[config.mk]
export PLATFORM = sky130hd
export DESIGN_NAME = ris_sequencer
export DESIGN_NICKNAME = d
export VERILOG_FILES = /design/src/include/ris_pkg.sv /design/src/logic/ris_sequencer.sv
export SDC_FILE = /design/constraint.sdc
export NUM_CORES = 1
export LEC_CHECK = 0
export ABC_AREA = 1
export BUFFER_PORTS_ARGS = -buffer_cell sky130_fd_sc_hd__buf_2
export CORE_MARGIN = 4
export CORE_UTILIZATION = 40
export CTS_CLUSTER_SIZE = 8
export DETAILED_ROUTE_END_ITERATION = 7
export MAX_ROUTING_LAYER = met4
export PLACE_DENSITY = 0.61
export SLEW_MARGIN = 0
export SYNTH_ARGS = -nofsm -noshare
export SYNTH_HDL_FRONTEND = slang
export SYNTH_SLANG_ARGS = --single-unit
[constraint.sdc]
create_clock -name ref_clk_i -period 2.1 [get_ports ref_clk_i]
set_input_delay 0.105 -clock ref_clk_i [delete_from_list [all_inputs] [get_ports ref_clk_i]]
set_output_delay 0.105 -clock ref_clk_i [all_outputs]
set_load 0.01 [all_outputs]
[src/include/ris_pkg.sv]
// Purpose: Constants and types for the reset initialisation sequencer.
// Assumes: One 10 MHz reference clock; sync-clock periods are counted as ticks.
// Notes: Tick counts below are in sync-clock periods unless named as cycles.
// Contract
// Board holds hard reset low 32 sync periods to start the reset flow.
// Agent mode: power-on reset held 32 sync periods with bus clock running.
// Own hard reset asserted 512 sync periods; 16 periods between negations.
// Host mode: config pins valid 4 primary-clock periods before power-on release.
// Agent mode: config pins valid 4 sync periods before power-on release.
// Config pins held until hard reset negates; hold after negation is zero.
// Hard reset asserted releases every shared config pin promptly.
// Functional drive on shared pins starts at least 1 sync period after negation.
// Config set is 4-bit boot source, bus mux select, clock divide select.
// Host mode sync period comes from primary clock scaled by divide select.
// PLL lock reached within 100 us after reset.
// Hard and soft reset pins driven low or released only; power-on is input.
// Host mode uses primary clock, agent mode uses the bus clock.
// Config latched at power-on release and kept until next power-on reset.
package ris_pkg;

  localparam int RIS_CLK_MHZ = 10;
  localparam int RIS_BOOT_W = 4;
  localparam int RIS_CFG_W = RIS_BOOT_W + 2;
  localparam int RIS_HRST_ASSERT_TICKS = 512;
  localparam int RIS_HRST_GAP_TICKS = 16;
  localparam int RIS_EXT_HRST_TICKS = 32;
  localparam int RIS_FUNC_DELAY_TICKS = 1;
  localparam int RIS_PLL_LOCK_US = 100;
  localparam int RIS_PLL_LOCK_CYCLES = RIS_PLL_LOCK_US * RIS_CLK_MHZ;
  localparam int RIS_SYNC_DIV_LO = 2;
  localparam int RIS_SYNC_DIV_HI = 4;
  localparam int RIS_CNT_W = 10;
  localparam int RIS_GAP_W = 5;
  localparam int RIS_DIV_W = 2;
  localparam int RIS_LOCK_W = 10;
  localparam int RIS_DIV_BIT = 0;
  localparam int RIS_MUX_BIT = 1;
  localparam int RIS_BOOT_LSB = 2;
  localparam int RIS_LOCK_LEAD = 2;

  typedef enum logic [1:0] {
    RIS_ST_POR = 2'b00,
    RIS_ST_ASSERT = 2'b01,
    RIS_ST_RELEASE = 2'b10,
    RIS_ST_RUN = 2'b11
  } ris_state_type;

endpackage

[src/logic/ris_sequencer.sv]
// Purpose: Reset flow, config strap latch and shared-pin hand-over.
// Assumes: All pins asynchronous to ref_clk_i; two-flop synchronisers on each.
// Notes: Open-drain pins use an enable that is low while the pin is pulled low.
`timescale 1ns/1ps
module ris_sequencer #(
  parameter int ASSERT_TICKS = ris_pkg::RIS_HRST_ASSERT_TICKS,
  parameter int GAP_TICKS = ris_pkg::RIS_HRST_GAP_TICKS,
  parameter int EXT_TICKS = ris_pkg::RIS_EXT_HRST_TICKS
) (
  input wire logic ref_clk_i, // 10 MHz reference
  input wire logic reset_i, // Async reset, active high
  input wire logic power_on_reset_n_i, // Power-on reset pin
  input wire logic hard_reset_n_i, // Hard reset pin level
  output logic hard_reset_n_o, // Hard reset drive value
  output logic hard_reset_n_oe_o, // Low pulls hard reset low
  output logic soft_reset_n_o, // Soft reset drive value
  output logic soft_reset_n_oe_o, // Low pulls soft reset low
  input wire logic host_mode_i, // High selects host mode
  input wire logic pci_clk_i, // Bus clock, agent mode
  input wire logic [ris_pkg::RIS_BOOT_W-1:0] boot_source_select_i, // Boot source straps
  input wire logic local_bus_mux_select_i, // Bus mux strap
  input wire logic input_clock_divide_select_i, // Clock divide strap
  input wire logic [ris_pkg::RIS_CFG_W-1:0] func_data_i, // Functional data for shared pins
  output logic [ris_pkg::RIS_CFG_W-1:0] shared_pin_o, // Shared pin drive values
  output logic [ris_pkg::RIS_CFG_W-1:0] shared_pin_oe_o, // Low drives shared pins
  output logic [ris_pkg::RIS_BOOT_W-1:0] boot_source_select_o, // Latched boot source
  output logic local_bus_mux_select_o, // Latched bus mux select
  output logic input_clock_divide_select_o, // Latched divide select
  output logic host_mode_o, // Latched host mode
  output logic sync_tick_o, // One pulse per sync period
  output logic pll_lock_o // PLL lock indication
);
  import ris_pkg::*;

  if (ASSERT_TICKS < 1 || ASSERT_TICKS >= (1 << RIS_CNT_W) - 1 || GAP_TICKS < 1 ||
      GAP_TICKS >= (1 << RIS_GAP_W) || EXT_TICKS < 1 || EXT_TICKS >= (1 << RIS_CNT_W)) begin
    $error("ris_sequencer: tick counts out of range");
  end

  ////////////////////////////////////////////////////////////////////////////
  // Synchronisers
  logic por_s1_r, por_s2_r, hrst_s1_r, hrst_s2_r, host_s1_r, host_s2_r;
  logic pci_s1_r, pci_s2_r, pci_s3_r;
  logic [RIS_CFG_W-1:0] cfg_s1_r, cfg_s2_r;

  always_ff @(posedge ref_clk_i or posedge reset_i) begin
    if (reset_i) begin
      por_s1_r <= 1'b0;
      por_s2_r <= 1'b0;
      hrst_s1_r <= 1'b0;
      hrst_s2_r <= 1'b0;
      host_s1_r <= 1'b0;
      host_s2_r <= 1'b0;
      pci_s1_r <= 1'b0;
      pci_s2_r <= 1'b0;
      pci_s3_r <= 1'b0;
      cfg_s1_r <= '0;
      cfg_s2_r <= '0;
    end else begin
      por_s1_r <= power_on_reset_n_i;
      por_s2_r <= por_s1_r;
      hrst_s1_r <= hard_reset_n_i;
      hrst_s2_r <= hrst_s1_r;
      host_s1_r <= host_mode_i;
      host_s2_r <= host_s1_r;
      pci_s1_r <= pci_clk_i;
      pci_s2_r <= pci_s1_r;
      pci_s3_r <= pci_s2_r;
      cfg_s1_r <= {boot_source_select_i, local_bus_mux_select_i, input_clock_divide_select_i};
      cfg_s2_r <= cfg_s1_r;
    end
  end

  ////////////////////////////////////////////////////////////////////////////
  // State
  ris_state_type state_r, state_nxt;
  logic [RIS_CNT_W-1:0] cnt_r, ext_cnt_r;
  logic [RIS_GAP_W-1:0] gap_r;
  logic [RIS_CFG_W-1:0] cfg_r;
  logic host_r, tick_r;
  logic [RIS_DIV_W-1:0] div_cnt_r;
  logic [RIS_LOCK_W-1:0] lock_cnt_r;
  logic drive_en;

  always_comb begin
    state_nxt = state_r;
    case (state_r)
      RIS_ST_POR: begin
        if (por_s2_r) state_nxt = RIS_ST_ASSERT;
      end
      RIS_ST_ASSERT: begin
        if (cnt_r > RIS_CNT_W'(ASSERT_TICKS) && gap_r >= RIS_GAP_W'(GAP_TICKS)) begin
          state_nxt = RIS_ST_RELEASE;
        end
      end
      RIS_ST_RELEASE: begin
        if (cnt_r > RIS_CNT_W'(RIS_FUNC_DELAY_TICKS)) state_nxt = RIS_ST_RUN;
      end
      RIS_ST_RUN: begin
        if (ext_cnt_r >= RIS_CNT_W'(EXT_TICKS)) state_nxt = RIS_ST_ASSERT;
      end
      default: state_nxt = RIS_ST_POR;
    endcase
    if (!por_s2_r) state_nxt = RIS_ST_POR;
  end

  always_ff @(posedge ref_clk_i or posedge reset_i) begin
    if (reset_i) state_r <= RIS_ST_POR;
    else state_r <= state_nxt;
  end

  // Sync periods counted while asserting or waiting after release
  always_ff @(posedge ref_clk_i or posedge reset_i) begin
    if (reset_i) cnt_r <= '0;
    else if (state_nxt != state_r) cnt_r <= '0;
    else if (tick_r && cnt_r != '1) cnt_r <= cnt_r + 1'b1;
  end

  // Sync periods since the last negation of our own hard reset
  always_ff @(posedge ref_clk_i or posedge reset_i) begin
    if (reset_i) gap_r <= RIS_GAP_W'(GAP_TICKS);
    else if (state_r == RIS_ST_ASSERT && state_nxt == RIS_ST_RELEASE) gap_r <= '0;
    else if (tick_r && gap_r < RIS_GAP_W'(GAP_TICKS)) gap_r <= gap_r + 1'b1;
  end

  // External hard reset low time, in sync periods
  always_ff @(posedge ref_clk_i or posedge reset_i) begin
    if (reset_i) ext_cnt_r <= '0;
    else if (hrst_s2_r || state_r != RIS_ST_RUN) ext_cnt_r <= '0;
    else if (tick_r && ext_cnt_r != '1) ext_cnt_r <= ext_cnt_r + 1'b1;
  end

  // Straps follow the pins during power-on reset, frozen at its release
  always_ff @(posedge ref_clk_i or posedge reset_i) begin
    if (reset_i) begin
      cfg_r <= '0;
      host_r <= 1'b0;
    end else if (state_r == RIS_ST_POR) begin
      cfg_r <= cfg_s2_r;
      host_r <= host_s2_r;
    end
  end

  ////////////////////////////////////////////////////////////////////////////
  // Sync clock tick
  always_ff @(posedge ref_clk_i or posedge reset_i) begin
    if (reset_i) div_cnt_r <= '0;
    else if (!host_r) div_cnt_r <= '0;
    else if (div_cnt_r >=
             RIS_DIV_W'((cfg_r[RIS_DIV_BIT] ? RIS_SYNC_DIV_HI : RIS_SYNC_DIV_LO) - 1)) begin
      div_cnt_r <= '0;
    end else div_cnt_r <= div_cnt_r + 1'b1;
  end

  always_ff @(posedge ref_clk_i or posedge reset_i) begin
    if (reset_i) tick_r <= 1'b0;
    else if (host_r) tick_r <= (div_cnt_r == '0);
    else tick_r <= pci_s2_r & ~pci_s3_r;
  end

  ////////////////////////////////////////////////////////////////////////////
  // PLL lock timer from power-on release
  always_ff @(posedge ref_clk_i or posedge reset_i) begin
    if (reset_i) lock_cnt_r <= '0;
    else if (state_r == RIS_ST_POR) lock_cnt_r <= '0;
    else if (lock_cnt_r < RIS_LOCK_W'(RIS_PLL_LOCK_CYCLES)) lock_cnt_r <= lock_cnt_r + 1'b1;
  end

  always_ff @(posedge ref_clk_i or posedge reset_i) begin
    if (reset_i) pll_lock_o <= 1'b0;
    else pll_lock_o <= state_r != RIS_ST_POR &&
                       lock_cnt_r >= RIS_LOCK_W'(RIS_PLL_LOCK_CYCLES - RIS_LOCK_LEAD);
  end

  ////////////////////////////////////////////////////////////////////////////
  // Pins
  assign drive_en = state_nxt == RIS_ST_RUN && hrst_s2_r;

  always_ff @(posedge ref_clk_i or posedge reset_i) begin
    if (reset_i) begin
      hard_reset_n_o <= 1'b0;
      hard_reset_n_oe_o <= 1'b0;
      soft_reset_n_o <= 1'b0;
      soft_reset_n_oe_o <= 1'b1;
    end else begin
      hard_reset_n_o <= 1'b0;
      hard_reset_n_oe_o <= !(state_nxt == RIS_ST_POR || state_nxt == RIS_ST_ASSERT);
      soft_reset_n_o <= 1'b0;
      soft_reset_n_oe_o <= 1'b1;
    end
  end

  for (genvar i = 0; i < RIS_CFG_W; i++) begin : g_shared
    always_ff @(posedge ref_clk_i or posedge reset_i) begin
      if (reset_i) begin
        shared_pin_o[i] <= 1'b0;
        shared_pin_oe_o[i] <= 1'b1;
      end else begin
        shared_pin_o[i] <= func_data_i[i];
        shared_pin_oe_o[i] <= !drive_en;
      end
    end
  end

  always_ff @(posedge ref_clk_i or posedge reset_i) begin
    if (reset_i) begin
      boot_source_select_o <= '0;
      local_bus_mux_select_o <= 1'b0;
      input_clock_divide_select_o <= 1'b0;
      host_mode_o <= 1'b0;
      sync_tick_o <= 1'b0;
    end else begin
      boot_source_select_o <= cfg_r[RIS_CFG_W-1:RIS_BOOT_LSB];
      local_bus_mux_select_o <= cfg_r[RIS_MUX_BIT];
      input_clock_divide_select_o <= cfg_r[RIS_DIV_BIT];
      host_mode_o <= host_r;
      sync_tick_o <= tick_r;
    end
  end

  ////////////////////////////////////////////////////////////////////////////
  // Checks
  localparam int LOCK_WAIT = 1000;

  // Sync periods seen while our own pull is on, kept apart from the state counter
  logic [RIS_CNT_W-1:0] low_ticks_r;

  always_ff @(posedge ref_clk_i or posedge reset_i) begin
    if (reset_i) low_ticks_r <= '0;
    else if (hard_reset_n_oe_o) low_ticks_r <= '0;
    else if (tick_r && low_ticks_r != '1) low_ticks_r <= low_ticks_r + 1'b1;
  end

  chk_hrst_width: assert property (@(posedge ref_clk_i) disable iff (reset_i)
    $rose(hard_reset_n_oe_o) |-> $past(low_ticks_r) >= RIS_CNT_W'(ASSERT_TICKS))
    else $error("hard reset released early");
  chk_negation_gap: assert property (@(posedge ref_clk_i) disable iff (reset_i)
    $rose(hard_reset_n_oe_o) |-> $past(gap_r) >= RIS_GAP_W'(GAP_TICKS))
    else $error("negations too close");
  chk_cfg_pins_off: assert property (@(posedge ref_clk_i) disable iff (reset_i)
    !hard_reset_n_oe_o |-> &shared_pin_oe_o) else $error("shared pin driven in reset");
  chk_func_late: assert property (@(posedge ref_clk_i) disable iff (reset_i)
    $fell(shared_pin_oe_o[0]) |-> $past(hard_reset_n_oe_o, 2))
    else $error("functional drive too soon");
  chk_never_high: assert property (@(posedge ref_clk_i) disable iff (reset_i)
    !hard_reset_n_o && !soft_reset_n_o && soft_reset_n_oe_o)
    else $error("reset pin driven high");
  chk_cfg_frozen: assert property (@(posedge ref_clk_i) disable iff (reset_i)
    (state_r != RIS_ST_POR && $past(state_r) != RIS_ST_POR) |-> $stable(cfg_r))
    else $error("straps changed after latch");
  chk_pll_lock: assert property (@(posedge ref_clk_i) disable iff (reset_i)
    (state_r == RIS_ST_POR && state_nxt != RIS_ST_POR) |->
      ##[1:LOCK_WAIT] pll_lock_o) else $error("pll lock late");
  chk_host_tick: assert property (@(posedge ref_clk_i) disable iff (reset_i)
    (host_r && !cfg_r[RIS_DIV_BIT] && tick_r && state_r != RIS_ST_POR) |-> ##2 tick_r)
    else $error("host sync period wrong");
  chk_agent_tick: assert property (@(posedge ref_clk_i) disable iff (reset_i)
    (!host_r && pci_s2_r && !pci_s3_r) |=> tick_r) else $error("agent tick missed");
  chk_ext_reset: assert property (@(posedge ref_clk_i) disable iff (reset_i)
    (state_r == RIS_ST_RUN && ext_cnt_r >= RIS_CNT_W'(EXT_TICKS) && por_s2_r) |=>
      state_r == RIS_ST_ASSERT) else $error("external hard reset ignored");

  cov_full_boot: cover property (@(posedge ref_clk_i) disable iff (reset_i)
    $rose(state_r == RIS_ST_RUN));
  cov_ext_reset: cover property (@(posedge ref_clk_i) disable iff (reset_i)
    state_r == RIS_ST_RUN ##1 state_r == RIS_ST_ASSERT);
  cov_host_div: cover property (@(posedge ref_clk_i) disable iff (reset_i)
    host_r && cfg_r[RIS_DIV_BIT] && tick_r);
  cov_agent_run: cover property (@(posedge ref_clk_i) disable iff (reset_i)
    !host_r && state_r == RIS_ST_RUN);
endmodule

== Yosys cells after proc, flatten, opt, wreduce, memory -nomap -nowiden ==
Cells that the tools add are included.

* Flip-flop bits (word level): 85
* Latch bits: 0
* Bits in writable memories: 0
* ROM bits: 0
* Output and inout bits: 25
* Word-level logic and storage cells: 96
* Memories: 0

* Add/subtract/negate cells: 6
* Multiply operators: 0
* Divide/modulo/power cells: 0
* $lt $le $gt $ge: 8
* Equal/unequal tests: 10
* Shift operators: 0
* Mux-type cells: 17
* Bitwise gates (word level): 2
* Reduce and logical (&&, ||, !) cells: 19

{| class="wikitable"
|+ Operators by type and width
! cell !! number
|-
| $mux 10 || 6
|-
| $add 10x1->10 const B || 3
|-
| $ne 10x10->1 const B || 2
|-
| $mux 2 || 7
|-
| $ge 10x10->1 const B || 1
|-
| $ge 10x6->1 const B || 1
|-
| $gt 10x1->1 const B || 1
|-
| $gt 10x10->1 const B || 1
|-
| $lt 10x10->1 const B || 1
|-
| $mux 5 || 2
|-
| $reduce_bool 2->1 || 5
|-
| $eq 2x2->1 const B || 4
|-
| $pmux 2 s4 || 1
|-
| $logic_and 1x1->1 || 7
|-
| $logic_not 2->1 || 3
|-
| $add 5x1->5 const B || 1
|-
| $ge 5x5->1 const B || 1
|-
| $lt 5x5->1 const B || 1
|-
| $eq 2x1->1 const B || 2
|-
| $add 2x1->2 const B || 1
|-
| $ge 2x2->1 || 1
|-
| $logic_not 1->1 || 2
|-
| $logic_or 1x1->1 || 2
|-
| $ne 2x2->1 || 1
|-
| 5 further kinds || 5
|}

== Depth between registers and ports, before layout ==
* Depth in word-level cells: 8
* Mapped depth: 11

== Worst setup path before layout ==
OpenSTA, ideal clock, no wires.

* Path type: flip-flop to flip-flop
* Start: reg ext_cnt_r[0]
* End: reg ext_cnt_r[9]
* Library setup time: 0.118 ns
* Arrival: 1.396 ns
* Slack: 0.586 ns
* Stages on the path, launching flop included: 10
* Path buffers: 1
* Period minus slack after synthesis: 1.514 ns
* Cell sequence: dfrtp_1 ha_1 nand2_1 nor2_1 nand2_1 o21ai_2 nand2_4 buf_6 nand4_1 nand2_1

* Longest elaborated chain between the ends: 3
* Elaborated cells on any way between the ends: 6
* Classes of those cells: 1 x add/sub; 1 x eq/ne; 2 x mux; 2 x reduce/logical

{| class="wikitable"
|+ Ends and longest elaborated chain
! what !! RTL line !! text
|-
| from (decl) || ris_sequencer.sv:77 || <nowiki>logic [RIS_CNT_W-1:0] cnt_r, ext_cnt_r;</nowiki>
|-
| from (signal assigned) || ris_sequencer.sv:130 || <nowiki>else if (tick_r && ext_cnt_r != '1) ext_cnt_r <= ext_cnt_r + 1'b1;</nowiki>
|-
| $add 10x1->10 or $ne 10x10->1 (tied branches) || ris_sequencer.sv:130 ||
|-
| $mux 10 or $logic_and 1x1->1 (tied branches) || ris_sequencer.sv:130 ||
|-
| $mux 10 or $reduce_bool 2->1 (tied branches) || - ||
|}

Several ways; a longest one is shown, not always the timed one. The select of a mux whose other input is x is not followed.
A chain may end at the register's enable or synchronous reset.

== Worst setup path after layout ==
* Start: reg ext_cnt_r[0]
* End: reg ext_cnt_r[4]

Same word-level chain as after synthesis.

==> impl_results.md <==
* Num rows at 34
* HPWL after detailed placement at between 4000 and 5000 um
* First-pass GRT wire length at 10700 um
* Worst reg2reg endpoint: ext_cnt_r[4]
* Die H at 103 um
* Final Skew at 0.0104 ns
* Cts bufs inserted at 9
* Residual DRC count at 0
* Post-layout power at 3340 uW
* Startpoint types: flop
* Mapped cell area at 3620 um^2
* Critical Path AT at 1.97 ns
* Routed Antenna Nets at 0
* Leak pwr at roughly 0.0020 uW
* Vias in the first global route at ~2.5k
* Placed inst area at ~3900 um^2
* Share of the synthesized area in the top cell type at 0.574
* IO buf count at 39
* Critical path class: reg -> reg
* Routability Congestion at about 0.83
* Worst reg2reg setup slack at 0.37 ns
* Status: completed
* Register area share after synthesis at 0.589
* Leading area contributor after synthesis: dfrtp_1
* Final Cell Area at 4280 um^2
* Die Footprint at 10600 um^2
* Critical path's largest stage delay at 0.42 ns
* Clock power frac at 0.334
* Comb power frac at 0.110
* Crit Path Max Fanout at 17
* H-tree depth at 3
* Vias per cell at about 4.6
* # diodes at 0
* Setup tns final at 0 ns
* Top_reg_cell synth: dfrtp_1
* Clock transition at path regs at 0.09 ns
* Asr flop ratio synth at 1.00
* Pin count of the biggest net entering global routing at 43
* Yosys reg bits at between 80 and 90
* Final WL at 6190 um
* Die W at 103 um
* Buffers plus inverters on the worst setup path at 0
* CTS tree: built
* PwrDens at approximately 780 nW/um^2
* R2r worst-path depth at 8
* Syn Inst Count at 374
* Synthesis Warnings at 0
* GRT Overall Usage at 0.134
* Seq pwr share at 0.555
* Detailed router's first-iteration violation count at 115
* Pint at 2400 uW
* Slew headroom at 0.610
* Max Slew Vio Count at 0
* Fin. Hold Viols at 0
* Worst r2r src: ext_cnt_r[0]
* First drt pass iteration count at 4
* Number of flops mapped to enable cells by yosys at 0
* Clock buffer depth at 2
* Share of cells above drive strength 1 at 0.183
* Ports at between 40 and 50
* DR WL/cell at ~11 um
* Final setup violation count at 0
* Post-CTS Setup Bufs at 0
* Area Growth Syn to Fin at 18.2%
* NetSw at 938 uW
* Syn avg cell area at slightly below 10 um^2
* Core area at 8760 um^2
* Worst-margin pin slew at 0.583 ns
* Max cap viols at 0
* Clock sinks at 85
* RSZ-0062 raised after global routing: false
* Delay-heaviest family, CP: simple AND/OR/NAND/NOR gates
* Slowest cell on the critical path: dfrtp_1
* Final worst-path cycle share at 0.822
* Routed vias at about 2.5k
* VDD IR-drop max at roughly 0.00048 V
* Distinct cells, synth at 34
* Largest cells by area after synthesis: dfrtp_1 (57%), nand2_1 (7.4%), inv_1 (4.5%), nor2_1 (4.5%), ha_1 (3.5%)
* Fillers at 802
* Achievable Freq at 579 MHz
* Initial antenna violation count at 0
* Worst-Skew Late Latency at 0.35 ns
* # nets final at 461
* Tmin final at between 1.5 and 2 ns
* Initial Util at 0.413
* Fin Hold WS at 0.355 ns
* CP endpoint kind: flop
* GR Overflow Total at 0
* Clock root cell: clkbuf_8
* CP cell instances: ha_1, nand2_1, nor2_1, nand2_1, o21ai_2, nand2_4, nand3b_1, o21ai_2
* Switching share of power at 0.281
* Worst hold path class: in -> async
* Crit path required time at roughly 2.4 ns
-- through the flow --
step	util	worst slack, ns	cells
6_report	0.488	0.373	546
5_1_grt	0.488	0.192	546
4_1_cts	0.488	0.374	546
3_5_place_dp	0.446	0.392	513
3_3_place_gp	0.446	0.495	513
2_1_floorplan	-	0.586	375
-- registers in the layout (all words and copies together), names as in the netlist, 2 cells and up --
register,cells
state_r,2
gap_r,5
boot_source_select_o,4
cfg_r,6
cfg_s2_r,6
shared_pin_o,6
div_cnt_r,2
lock_cnt_r,10
ext_cnt_r,10
cfg_s1_r,6
cnt_r,10
-- what timing repair did --
action	4_1_cts	5_1_grt
hold buffers	17	0
setup endpoints to repair	0	0
gates resized for setup	0	0
hold endpoints to repair	41	0
-- layer usage --
layer / vias up / GRT usage / share of wire / routed length, um
met4: 0 / 0.0578 / 0.014 / 88
met5: - / - / 0 / 0
met3: 8 / 0.0332 / 0.044 / 274
met1: 1189 / 0.160 / 0.46 / 2850
met2: 44 / 0.215 / 0.48 / 2970
li1: 1294 / - / - / -
-- power by group through the flow --
stage               clock network (uW)  logic, uW  registers, uW
floorplan                            0        255           1870
global placement                     0        337           1880
detailed placement                   0        354           1890
CTS                               1170        379           1850
global route                      1230        434           1870
finish                            1120        369           1850
-- area by class of cell --
type                    instances  area (um^2)  area share
well taps                     108          135      0.0316
repair buffers                 60          408      0.0954
flip-flops and latches         85         2130       0.498
clock buffers                   9          124      0.0290
multi-input cells             232         1230       0.289
inverters                      45          173      0.0404
clock inverters                 7         72.6      0.0170
-- synthesized netlist by cell type (2+ instances only) --
cell type,number
dfrtp_1,83
nand2_1,71
inv_1,43
nor2_1,43
nand3_1,24
xor2_1,13
o21ai_0,12
ha_1,10
a21oi_1,9
nor3_1,9
buf_4,8
nand4_1,7
o21ai_2,7
nand3b_1,4
and3_1,3
clkbuf_1,3
o21ai_1,3
or2_2,3
conb_1,2
dfstp_2,2
inv_2,2
-- how the worst max path moves through the flow --
stage	start	to	slack, ns	cells after the start
3_3_place_gp	cnt_r[0]	cnt_r[4]	0.50	11
6_report	ext_cnt_r[0]	ext_cnt_r[4]	0.37	8
5_1_grt	ext_cnt_r[0]	ext_cnt_r[4]	0.19	8
2_1_floorplan	ext_cnt_r[0]	ext_cnt_r[9]	0.59	9
4_1_cts	ext_cnt_r[0]	ext_cnt_r[4]	0.37	8
3_5_place_dp	ext_cnt_r[0]	ext_cnt_r[4]	0.39	8
-- layout by cell type, fill, tap and decap left out, types with 2 or more instances in the layout --
| cell | instances |
|---|---|
| buf_2 | 39 |
| ha_1 | 10 |
| or2_2 | 3 |
| buf_4 | 3 |
| dfrtp_1 | 83 |
| xor2_1 | 13 |
| nand2_1 | 71 |
| nand3b_1 | 4 |
| and3_1 | 3 |
| clkinvlp_4 | 2 |
| a21oi_1 | 9 |
| nor3_1 | 9 |
| o21ai_0 | 12 |
| nor2_1 | 43 |
| inv_1 | 42 |
| inv_6 | 3 |
| nand3_1 | 24 |
| o21ai_2 | 7 |
| clkbuf_8 | 9 |
| inv_8 | 2 |
| nand4_1 | 7 |
| conb_1 | 3 |
| o21ai_1 | 3 |
| dlygate4sd3_1 | 17 |
| inv_2 | 2 |
| dfstp_2 | 2 |
-- worst reg2reg max path: cells and delay by family, from the launching register on --
family / cells / cell delay, ns
compound gates: 2 / 0.27
fa+ha+maj: 1 / 0.19
flops: 1 / 0.42
simple gates: 5 / 0.74
-- logic make-up after synthesis --
group	after synthesis	synth area share
AOI/OAI and AO/OA	35	0.0588
xor gates and xnor gates	14	0.0339
adders and majority gates	10	0.0346
buffers and inverters	58	0.0709
DFF	85	0.589
other	2	0.00208
and+or+nand+nor	170	0.211
No activity file was read; power rests on OpenSTA's default activity.
